--- src/rtl/scss_consts.svh ---
// constants for the stage command switch selector
`ifndef SCSS_CONSTS_SVH
`define SCSS_CONSTS_SVH
`define SCSS_WORD_W 8
`define SCSS_CHANNELS 112
`define SCSS_SEL_W 7
`define SCSS_ZERO_WORD 8'h00
`endif

--- src/rtl/scss_pkg.sv ---
// types for the stage command switch selector
`include "scss_consts.svh"
package scss_pkg;
  typedef logic [`SCSS_WORD_W-1:0] scss_word_t;
  typedef logic [`SCSS_CHANNELS-1:0] scss_chan_t;
  typedef enum logic [1:0] {SCSS_IDLE, SCSS_HELD, SCSS_FIRE} scss_state_e;
endpackage

--- src/rtl/scss_latch_bank.sv ---
// per-command latch bank with all-clear chain
`timescale 1ns/1ps
`include "scss_consts.svh"
module scss_latch_bank #(
  parameter int CHANNELS = `SCSS_CHANNELS
) (
  input wire logic clk,
  input wire logic reset,
  input wire logic set_pulse,
  input wire logic [CHANNELS-1:0] set_onehot,
  input wire logic clear,
  output logic [CHANNELS-1:0] latched,
  output logic all_reset
);
  logic [CHANNELS-1:0] next_latched;
  logic next_all_reset;

  always_comb begin
    next_latched = latched;
    if (clear) begin
      next_latched = '0;
    end
    if (set_pulse) begin
      next_latched = next_latched | set_onehot;
    end
    next_all_reset = ~|next_latched;
  end

  always_ff @(posedge clk) begin
    if (reset) begin
      latched <= '0;
      all_reset <= 1'b1;
    end else begin
      latched <= next_latched;
      all_reset <= next_all_reset;
    end
  end
endmodule

--- src/rtl/scss_top.sv ---
// stage command switch selector top
`timescale 1ns/1ps
`include "scss_consts.svh"
module scss_top
  import scss_pkg::*;
#(
  parameter int CHANNELS = `SCSS_CHANNELS
) (
  input wire logic CLK,
  input wire logic RESET,
  input wire logic WORD_STROBE,
  input wire logic STAGE_ADDRESSED,
  input wire scss_pkg::scss_word_t WORD_IN,
  input wire logic FIRE_STROBE,
  input wire logic RESET_STROBE,
  input wire logic GROUND_CLEAR,
  input wire logic EMERGENCY_CMD,
  output scss_pkg::scss_word_t VERIFY_WORD,
  output logic VERIFY_VALID,
  output logic [CHANNELS-1:0] CMD_OUT,
  output logic ALL_CLEAR,
  output logic ENGINE_SHUTDOWN
);
  import scss_pkg::*;

  function automatic logic [CHANNELS-1:0] decode_word(input scss_word_t w);
    logic [CHANNELS-1:0] d;
    d = '0;
    if (int'(w) < CHANNELS) begin
      d[w[`SCSS_SEL_W-1:0]] = 1'b1;
    end
    return d;
  endfunction

  scss_state_e state;
  scss_state_e next_state;
  scss_word_t held_word;
  scss_word_t next_held_word;
  scss_word_t next_verify_word;
  logic next_verify_valid;
  logic next_shutdown;
  logic fire_pulse;
  logic [CHANNELS-1:0] latched;
  logic all_reset;

  always_comb begin
    next_state = state;
    next_held_word = held_word;
    next_verify_word = VERIFY_WORD;
    next_verify_valid = VERIFY_VALID;
    fire_pulse = 1'b0;
    case (state)
      SCSS_IDLE: begin
        if (WORD_STROBE && STAGE_ADDRESSED) begin
          next_held_word = WORD_IN;
          next_verify_word = ~WORD_IN;
          next_verify_valid = 1'b1;
          next_state = SCSS_HELD;
        end
      end
      SCSS_HELD: begin
        if (RESET_STROBE) begin
          next_verify_valid = 1'b0;
          next_state = SCSS_IDLE;
        end else if (FIRE_STROBE) begin
          fire_pulse = 1'b1;
          next_state = SCSS_FIRE;
        end else if (WORD_STROBE && STAGE_ADDRESSED) begin
          next_held_word = WORD_IN;
          next_verify_word = ~WORD_IN;
        end
      end
      SCSS_FIRE: begin
        next_verify_valid = 1'b0;
        next_state = SCSS_IDLE;
      end
      default: begin
        next_state = SCSS_IDLE;
      end
    endcase
    next_shutdown = ENGINE_SHUTDOWN | EMERGENCY_CMD;
    if (GROUND_CLEAR && !EMERGENCY_CMD) begin
      next_shutdown = 1'b0;
    end
  end

  always_ff @(posedge CLK) begin
    if (RESET) begin
      state <= SCSS_IDLE;
      held_word <= `SCSS_ZERO_WORD;
      VERIFY_WORD <= `SCSS_ZERO_WORD;
      VERIFY_VALID <= 1'b0;
      ENGINE_SHUTDOWN <= 1'b0;
    end else begin
      state <= next_state;
      held_word <= next_held_word;
      VERIFY_WORD <= next_verify_word;
      VERIFY_VALID <= next_verify_valid;
      ENGINE_SHUTDOWN <= next_shutdown;
    end
  end

  scss_latch_bank #(.CHANNELS(CHANNELS)) u_latches (
    .clk(CLK),
    .reset(RESET),
    .set_pulse(fire_pulse),
    .set_onehot(decode_word(held_word)),
    .clear(GROUND_CLEAR),
    .latched(latched),
    .all_reset(all_reset)
  );

  always_comb begin
    CMD_OUT = latched;
    ALL_CLEAR = all_reset;
  end
endmodule

--- config.mk ---
export PLATFORM = sky130hd
export DESIGN_NAME = scss_top
export DESIGN_NICKNAME = d
export VERILOG_FILES = /design/src/rtl/scss_pkg.sv /design/src/rtl/scss_latch_bank.sv /design/src/rtl/scss_top.sv
export VERILOG_INCLUDE_DIRS = /design/src /design/src/rtl
export SDC_FILE = /design/constraint.sdc
export NUM_CORES = 1
export LEC_CHECK = 0
export ABC_AREA = 1
export BUFFER_PORTS_ARGS = -buffer_cell sky130_fd_sc_hd__buf_2
export CORE_ASPECT_RATIO = 0.75
export CORE_MARGIN = 5
export CORE_UTILIZATION = 53
export DETAILED_ROUTE_END_ITERATION = 8
export HOLD_SLACK_MARGIN = 0.03
export PLACE_DENSITY = 0.8
export SLEW_MARGIN = 20
export SYNTH_ARGS = -nofsm -noshare
export SYNTH_HDL_FRONTEND = slang
export SYNTH_SLANG_ARGS = --single-unit
--- constraint.sdc ---
create_clock -name CLK -period 2.2 [get_ports CLK]
set_input_delay 0.22 -clock CLK [delete_from_list [all_inputs] [get_ports CLK]]
set_output_delay 0.22 -clock CLK [all_outputs]
set_load 0.05 [all_outputs]
-- Word-level counts from Yosys, hierarchy flattened
Cells that the tools add are included.
- word-level logic and storage cells: 56
- input port bits: 16
- output and inout bits: 123
- bits in registers: 133
- equal/unequal tests: 7
- $lt $le $gt $ge: 3
- reductions and logical operators: 13
- bitwise operators: 3
- multiplexer cells: 23
- operators with widths (cell ; number):
    112-bit two-way mux ; 3
    112-bit OR ; 1
    112-bit OR reduction ; 1
    8-bit two-way mux ; 6
    8-bit case mux with 2 select lines ; 2
    7-bit by 8-bit < comparator with 1-bit output (second input constant) ; 1
    8-bit by 7-bit < comparator with 1-bit output (second input constant) ; 1
    2-bit inequality test (second input constant) ; 4
    8-bit NOT ; 1
    1-bit demux with 7-bit select ; 1
    7-bit by 1-bit >= comparator with 1-bit output (second input constant) ; 1
    1-bit two-way mux ; 6
    2-bit two-way mux ; 3
    3-bit AND reduction ; 2
    2-bit case mux with 2 select lines ; 1
    1-bit logical AND ; 3
    3-bit inequality test (second input constant) ; 1
    1-bit case mux with 3 select lines ; 1
    3-bit nonzero test ; 1
    2-bit by 1-bit == test with 1-bit output (second input constant) ; 1
    2-bit == test (second input constant) ; 1
    1-bit zero test ; 2
    2-bit zero test ; 1
    2-bit AND reduction ; 1
    3 further kinds ; 3

-- Depth between registers and ports, before layout
Gate-level depths: netlist of run 1.
- word-level depth: 9
- depth in mapped cells: 14
- mapped depth without buffers: 13

-- Modules after synthesis
A second synthesis of run 1 with hierarchy kept.
- cells, all modules: 1010
- area total of the unflattened synthesis: 6622.6 um2
- modules (own cells, without submodules) (module ; area an instance (um2) ; instances ; seq. area each (um2) ; cells each):
    scss_latch_bank ; 5009.8 ; 1 ; 2262.2 ; 726
    scss_top ; 1612.8 ; 1 ; 400.4 ; 284

-- Least setup slack after synthesis of run 1
Ideal clock, no wire load.
- path type: reg-to-reg
- start: register state[1]
- end: register u_latches.all_reset
- buffers on the path: 1
- required time: 2.083 ns
- setup time: 0.117 ns
- slack: 0.489 ns
- cell stages (with the launch flop): 15
- arrival time: 1.593 ns
- period minus slack after synthesis: 1.711 ns
- cell sequence: dfxtp_1 -> inv_1 -> ha_1 -> nand3_4 -> nor2_2 -> buf_2 -> inv_1 -> o21ai_0 -> inv_1 -> nand3_1 -> nor2_1 -> nand2_1 -> nor2_1 -> nand2_1 -> nand2_1
- cells in the longest elaborated chain, start to end: 5
- RTL lines (element ; line ; source):
    from (decl) ; scss_top.sv:35 ; scss_state_e state;
    from (signal assigned) ; scss_top.sv:95 ; state <= next_state;
    2-bit by 1-bit == test with 1-bit output ; scss_top.sv:52 ; case (state)
    1-bit two-way mux ; scss_top.sv:52 ;
    112-bit two-way mux ; scss_latch_bank.sv:23 ; if (set_pulse) begin
    112-bit OR reduction ; scss_latch_bank.sv:26 ; next_all_reset = ~|next_latched;
    1-bit zero test ; scss_latch_bank.sv:26 ;
    to (signal assigned) ; scss_latch_bank.sv:35 ; all_reset <= next_all_reset;
    to (decl) ; scss_latch_bank.sv:13 ; output logic all_reset
Every way passes these cells.
A chain may end at the register's enable or synchronous reset.

-- Final worst setup path of run 1
Same ends and word-level chain as after synthesis.

==> results of run 1 <==
==> repair_timing <==
action / in CTS / in global routing
pin swaps: 0 / 2
endpoints found under the hold margin: 8 / 0
gates resized for setup: 2 / 24
hold buffers: 8 / 0
setup endpoints to repair: 1 / 1
==> sequential cells by signal, indices dropped and copies added, names as in the netlist <==
register	flops
u_latches.latched	112
held_word	8
VERIFY_VALID	1
state	2
ENGINE_SHUTDOWN	1
u_latches.all_reset	1
VERIFY_WORD	8
==> per-stage QoR <==
step                instance area (µm²)  power (W)  worst slack [ps]  std cells  hold WS, ps
global placement                   6460    0.00303             -90.1       1013          415
CTS                                7130    0.00579              44.4       1053         67.6
finish                             7220    0.00578               121       1053         70.8
detailed placement                 6460    0.00303              -211       1013          420
floorplan                          5570    0.00290               489        751          310
global route                       7220    0.00596             -21.8       1053         98.2
==> cells in the final DEF, fill, tap and decap left out, types with 2 or more instances in the layout <==
cell type	count
nor2_2	14
clkinvlp_4	7
a21oi_1	24
a21boi_0	13
nand2_1	215
buf_12	3
nand3_1	9
nor2_4	3
a21boi_1	71
dfxtp_1	133
clkbuf_8	2
inv_1	26
nand4_1	3
bufinv_16	2
a22oi_1	3
dlygate4sd3_1	8
buf_4	23
a21boi_2	14
clkbuf_16	17
inv_2	4
nor2_1	160
buf_2	137
clkinv_2	4
o21ai_0	12
==> final cells by class <==
cell class              instances  share of cell area
multi-input cells             551               0.372
flip-flops and latches        133               0.369
repair buffers                171               0.138
clock buffers                  19              0.0628
well taps                     136              0.0236
clock inverters                13              0.0184
inverters                      30              0.0156
==> logic make-up after synthesis <==
kind of cell	synth area share
fa+ha+maj	0.00449
flops	0.478
buf+inv	0.0553
compound gates	0.175
simple gates	0.287
==> final timing paths <==
path / cells past startpoint / from / end
max reg2reg: 15 / state[1] / u_latches.all_reset
min reg2reg: 2 / VERIFY_WORD[7] / VERIFY_WORD[7]
min: 4 / WORD_IN[7] / VERIFY_WORD[7]
max: 15 / state[1] / u_latches.all_reset
==> metal layers <==
metal / GRT usage / vias up / part of all wire
li1: - / 2711 / -
met1: 0.359 / 2563 / 0.45
met2: 0.387 / 253 / 0.44
met3: 0.0531 / 33 / 0.088
met4: 0.104 / 0 / 0.023
met5: 0 / - / 0
==> critical path, stage by stage, from the launching register on <==
cell and delay, ps:
dfxtp_1 330, inv_1 60, ha_2 200, nand3_4 110, buf_4 170, nor2_2 60, buf_4 200, a21boi_1 200
nand2_1 80, nor2_1 110, nand2_1 70, nor2_2 140, nand2_1 80, nor2_1 100, nand2_1 70, nand2_1 50
==> power by group <==
group / internal, W / switching (W) / total [W]
logic: 0.000137 / 0.000384 / 0.000520
registers: 0.00246 / 0.0000358 / 0.00249
clock network: 0.00171 / 0.00106 / 0.00277
==> results, run 1 <==
- The number of nets in the layout is 922.
- Yosys instantiated no cell more often than nand2_1.
- Counting flops and latches in the post-synthesis netlist gives 133.
- Counting every instance in the synthesized netlist gives 751.
- The sequential element share of the synthesized area is 0.478.
- The global routing usage summed across all routing layers is 0.257.
- After legalization and detailed placement, the total HPWL measured 11200 µm.
- The number of nets still failing antenna checks after routing is 0.
- The area of the die is 0.0127 mm².
- The fraction of layout cells with a size suffix above 1 is 0.255.
- The post-synthesis instance area is 0.00557 mm².
- The area of the multi-input gates is 0.00269 mm².
- The sum of routed wire length over all layers is 16400 µm.
- The routed length per placed instance is 15.6 µm.
- Across the whole layout, storage elements account for 0.00266 mm².
- The clock period minus final worst setup slack is 2080 ps.
- Clock tree synthesis found a total of 133 sinks.
- The worst register-to-register path has a setup slack of 120 ps.
- After floorplanning, the core was divided into 32 placement rows.
- The cell accounting for the most synthesized area is dfxtp_1.
- The filler cells instantiated in the layout total 823.
- Headroom to the max-slew limit came out at 0.624.
- The max-capacitance violation count is 0.
- The startpoint class of the critical path is a flop.
- The via count of the first global-routing pass was 5148.
- By area the synthesized netlist is led by dfxtp_1 48%, nand2_1 14%, a21boi_1 11%.
- The number of max-slew violations in the final report was 0.
- The kind of end point of the critical path is a flop.
- 0 antenna diodes ended up in the layout.
- Setup violations remaining at the end of the flow were counted as 0.
- Summed over all cells, the static leakage comes to 3.66 nW.
- The number of top-level design ports is 139.
- The number of nets handed over by synthesis was 769.
- The maximum resistive drop on vdd is 0.511 mV.
- The distinct cell type count of the synthesized netlist is 26.
- The total overflow left after global routing is 0.
- After synthesis, the most frequently instantiated cells are 215 x nand2_1, 163 x nor2_1, 133 x dfxtp_1, 83 x a21boi_1, 26 x inv_1.
- At the end of routability-driven placement, the weighted congestion stood at 0.862.
- TritonCTS built the clock tree.
- The root buffer cell chosen for the clock tree is clkbuf_16.
- The average footprint of a synthesized cell is 7.41 µm².
- The total number of vias is 5560.
- The pin count of the biggest net entering global routing is 44.
- The fraction of synthesized cell area taken by the top area cell type is 0.478.
- Clock skew on the completed layout was measured at 5.67 ps.
- The run finished with clean final reports.
- The final hold violation count is 0.
- After the first detailed-routing iteration, the DRC count stood at 478.
- Power spread over the standard cell area amounts to 802 mW/mm².
- The average via count per standard cell is 5.28.
- The port buffer count is 138.
- The share of the clock period used by the worst path after layout is 0.945.
- The maximum buffer depth of the clock tree is 2.
- The DRC violation count after routing is 0.
- The clock-pin slew on the worst setup and hold paths is 60 ps.
- The highest achievable clock rate is 481 MHz.
- The largest fanout on the critical path is 10.
- The clock network latency to the later pin of the worst-skew pair is 420 ps.
- In the final timing run, aggregate negative setup slack is 0 ps.
- Before antenna repair, the detailed router went through 5 iterations.
- From bottom edge to top edge, the die measures 98.8 µm.
- For this configuration, the core starts out at a cell density of 0.541.
- In this run the worst hold path is classified as primary input to flop.
- The initial antenna violation count is 0.
- At the worst endpoint, the required time is 2560 ps.
- The number of buffers inserted by post-CTS setup repair is 0.
- In this run the standard cell core region covers 0.0103 mm².
- Counting the buffers created by CTS gives 17.
- The most used flip-flop cell after synthesis is dfxtp_1.
- The first global-routing pass estimated 25800 µm of wire.
- The clock tree synthesis step divided the H-tree into 4 levels.
- During synthesis, Yosys emitted a total of 0 warnings.
- The share of synthesized flip-flops with an asynchronous set or reset is 0.
- The final core utilization is 0.701.
- The data arrival time of the worst path is 2440 ps.
- The number of enable flip-flop cells after synthesis is 0.
- In this run the horizontal extent of the chip is 128 µm.
- For the pin with the worst max-slew slack, the measured transition is 562 ps.
- From synthesis to final layout, the design area changed by 29.6%.
- The start-to-end type of the worst setup path is flop to flop.
Power figures use the tool's default switching activity.
==> run 2: changes to the inputs <==
--- a/config.mk
+++ b/config.mk
@@ -14,6 +14,7 @@
 export DETAILED_ROUTE_END_ITERATION = 8
 export HOLD_SLACK_MARGIN = 0.03
 export PLACE_DENSITY = 0.8
+export REMOVE_ABC_BUFFERS = 1
 export SLEW_MARGIN = 20
 export SYNTH_ARGS = -nofsm -noshare
 export SYNTH_HDL_FRONTEND = slang
==> results, run 2 (synthesized netlist as in run 1, its figures left out) <==
- The required time at the endpoint of the critical path is 2500 ps (-60 ps).
- The width of the die is 128 µm (unchanged).
- The setup clock skew after layout is 4.98 ps (-0.695 ps).
- The run finished with clean final reports.
- TritonCTS built the clock tree.
- The pin count of the biggest net entering global routing is 64 (+45%).
- The final setup violation count was 0 (unchanged).
- The tree is rooted in a clkbuf_16.
- The number of nets still failing antenna checks after routing is 0 (unchanged).
- The half-perimeter wire length of the detailed placement result was 11200 µm (-0.68%).
- The highest-delay cell along the critical path is nor2_4.
- The average via count per standard cell was 5.30 (+0.35%).
- The number of buffers inserted by post-CTS setup repair was 0 (unchanged).
- The final core utilization is 0.703 (+0.00134).
- The CTS buffer count is 17 (unchanged).
- The total clock sinks is 133 (unchanged).
- The largest registers in the layout are u_latches.latched x112, VERIFY_WORD x8, held_word x8.
- The via count of the first global-routing pass is 5192 (+0.85%).
- The routed length per placed instance came to 15.8 µm (+0.91%).
- The H-tree depth is 4 (unchanged).
- The detailed-routing iteration count for the pre-antenna-repair pass came to 6 (+1).
- The max-capacitance violation count was 0 (unchanged).
- The initial DRC count is 560 (+17%).
- The top cell types in the final layout, fill and taps aside, are 215 x nand2_1, 159 x nor2_1, 137 x buf_2.
- The number of max-slew violations in the final report is 0 (unchanged).
- The fraction of layout cells with a size suffix above 1 is 0.256 (+0.000811).
- The largest incremental delay on the critical path is 390 ps (+60 ps).
- The worst hold path belongs to the class primary input to flop.
- The global-route wire length before repair is 26600 µm (+3.1%).
- After global routing, the most crowded layer is met1.
- The post-place instance area was 0.00644 mm² (-0.27%).
- The met2 track demand over resource is 0.377 (-0.00920).
- The worst slew margin relative to its limit is 0.590 (-0.0337).
- The final hold violation count is 0 (unchanged).
- Leaving out fill and tap cells, the most frequent cell in the layout is nand2_1.
- The last weighted congestion value of the routability-driven placer was 0.893 (+3.6%).
- The kind of end point of the critical path is a flop.
- The met3 global-route usage came to 0.0661 (+0.0130).
- The sum of overflow across all layers after global routing is 0 (unchanged).
- The number of flip-flops in the largest register was 112 (unchanged).
- The clock-pin slew on the worst setup and hold paths is 60 ps (about the same).
- The power per unit of standard cell area came to 819 mW/mm² (+2.1%).
- The synthesis-to-layout area growth is 29.8%.
- The y dimension of the die is 98.8 µm (unchanged).
- The initial antenna violation count is 0 (unchanged).
- The highest achievable clock rate is 491 MHz (+2.1%).
- The maximum resistive drop on vdd was 0.485 mV (-5.1%).
- The area of the die is 0.0127 mm² (unchanged).
- The number of diodes added for antenna fixing is 0 (unchanged).
- The global routing usage summed across all routing layers was 0.264 (+0.00762).
- The final standard cell area without fillers is 0.00723 mm² (+0.19%).
- The startpoint class of the critical path is a flop.
- The most flop-heavy register is u_latches.latched.
- The data arrival time of the worst path is 2340 ps (-100 ps).
- The total number of vias is 5585 (+0.45%).
- The share of the clock period used by the worst path after layout is 0.926 (-0.0190).
- The clock period minus final worst setup slack is 2040 ps (-41.9 ps).
- The port buffer count was 138 (unchanged).
- The clock network latency to the later pin of the worst-skew pair came to 410 ps (about the same).
- The placeable core region was 0.0103 mm² (unchanged).
- The initial cell density of the core is 0.541 (unchanged).
- The number of nets in the layout is 923 (+0.11%).
- The met1 track utilization from global routing is 0.385 (+0.0255).
- The slew of the pin with the lowest slew margin is 613 ps (+50.4 ps).
- The row count was 32 (unchanged).
- The sum of routed wire length over all layers is 16600 µm (+1.0%).
- The critical path goes through inv_1, ha_2, nand3_4, buf_6, nor2_4, a21boi_0, nand4_1, nor2_1, nand2_1, nor2_1, nand2_1, nand2_1.
- The largest fanout on the critical path is 14 (+4).
- The maximum buffer depth of the clock tree is 2 (unchanged).
- Counting stages on the worst path, the most repeated cell is nand2_1.
- By startpoint and endpoint, the worst setup path is classified as flop to flop.
- The DRC violation count after routing is 0 (unchanged).
- The number of top-level design ports is 139 (unchanged).
- The static power due to leakage was 3.66 nW (about the same).
[run 2: changes by cell type in the layout (fill, tap and decap cells not counted), moves of 2 or more]
cell	change
a21boi_1	+5
a21boi_0	-3
buf_6	+3
a21oi_1	-2
a21oi_2	+2
buf_12	-2
clkinv_2	-2
[run 2: per-stage QoR]
stage	setup slack (ps)	total power [W]	setup TNS (ps)	cells	hold WS [ps]
floorplan	304	0.00285	0	714	289
global placement	-92.8	0.00303	-92.8	1014	415
detailed placement	-162	0.00303	-162	1014	419
CTS	20.9	0.00592	0	1054	78.0
global route	-3.27	0.00611	-3.27	1054	89.9
finish	163	0.00592	0	1054	92.2
[run 2: metal layers]
metal	wire length, µm	up-vias
met5	0	-
met4	315	0
met3	1670	33
met2	7080	282
met1	7530	2566
li1	-	2704
[run 2: final timing paths]
path / endpoint / from / slack [ps] / cells after the start
setup / recovery: u_latches.all_reset / state[1] / 160 / 12
hold / removal: VERIFY_WORD[7] / WORD_IN[7] / 90 / 4
setup reg to reg: u_latches.all_reset / state[1] / 160 / 12
hold reg to reg: VERIFY_WORD[7] / VERIFY_WORD[7] / 460 / 2
[run 2: area by class of cell]
| cell class | instances | area (µm²) |
|---|---|---|
| clock buffer | 20 | 457 |
| clock inverter | 12 | 154 |
| inverter | 30 | 113 |
| multi-input combinational | 551 | 2680 |
| timing repair buffer | 172 | 992 |
| sequential | 133 | 2660 |
| fill | 806 | 3060 |
| tap | 136 | 170 |
[run 2: worst max-delay path, delay by kind of cell (launching register included)]
| family | cells | cell delay [ps] |
|---|---|---|
| buffers and inverters | 2 | 230 |
| flip-flops | 1 | 310 |
| AND/OR/NAND/NOR | 8 | 930 |
| adder cells (fa/ha/maj) | 1 | 240 |
| AO/OA/AOI/OAI | 1 | 210 |
[run 2: timing repair]
action / CTS / global route
setup endpoints to repair: 1 / 1
hold buffers: 8 / 0
hold endpoints to repair: 8 / 0
resized for setup: 2 / 30
pin swaps: 0 / 2
[run 2: power by group]
group	internal (W)	switching (W)	leakage [nW]	total (W)
Combinational	0.000139	0.000392	2.31	0.000531
Sequential	0.00246	0.0000309	1.07	0.00249
Clock	0.00184	0.00106	0.280	0.00290
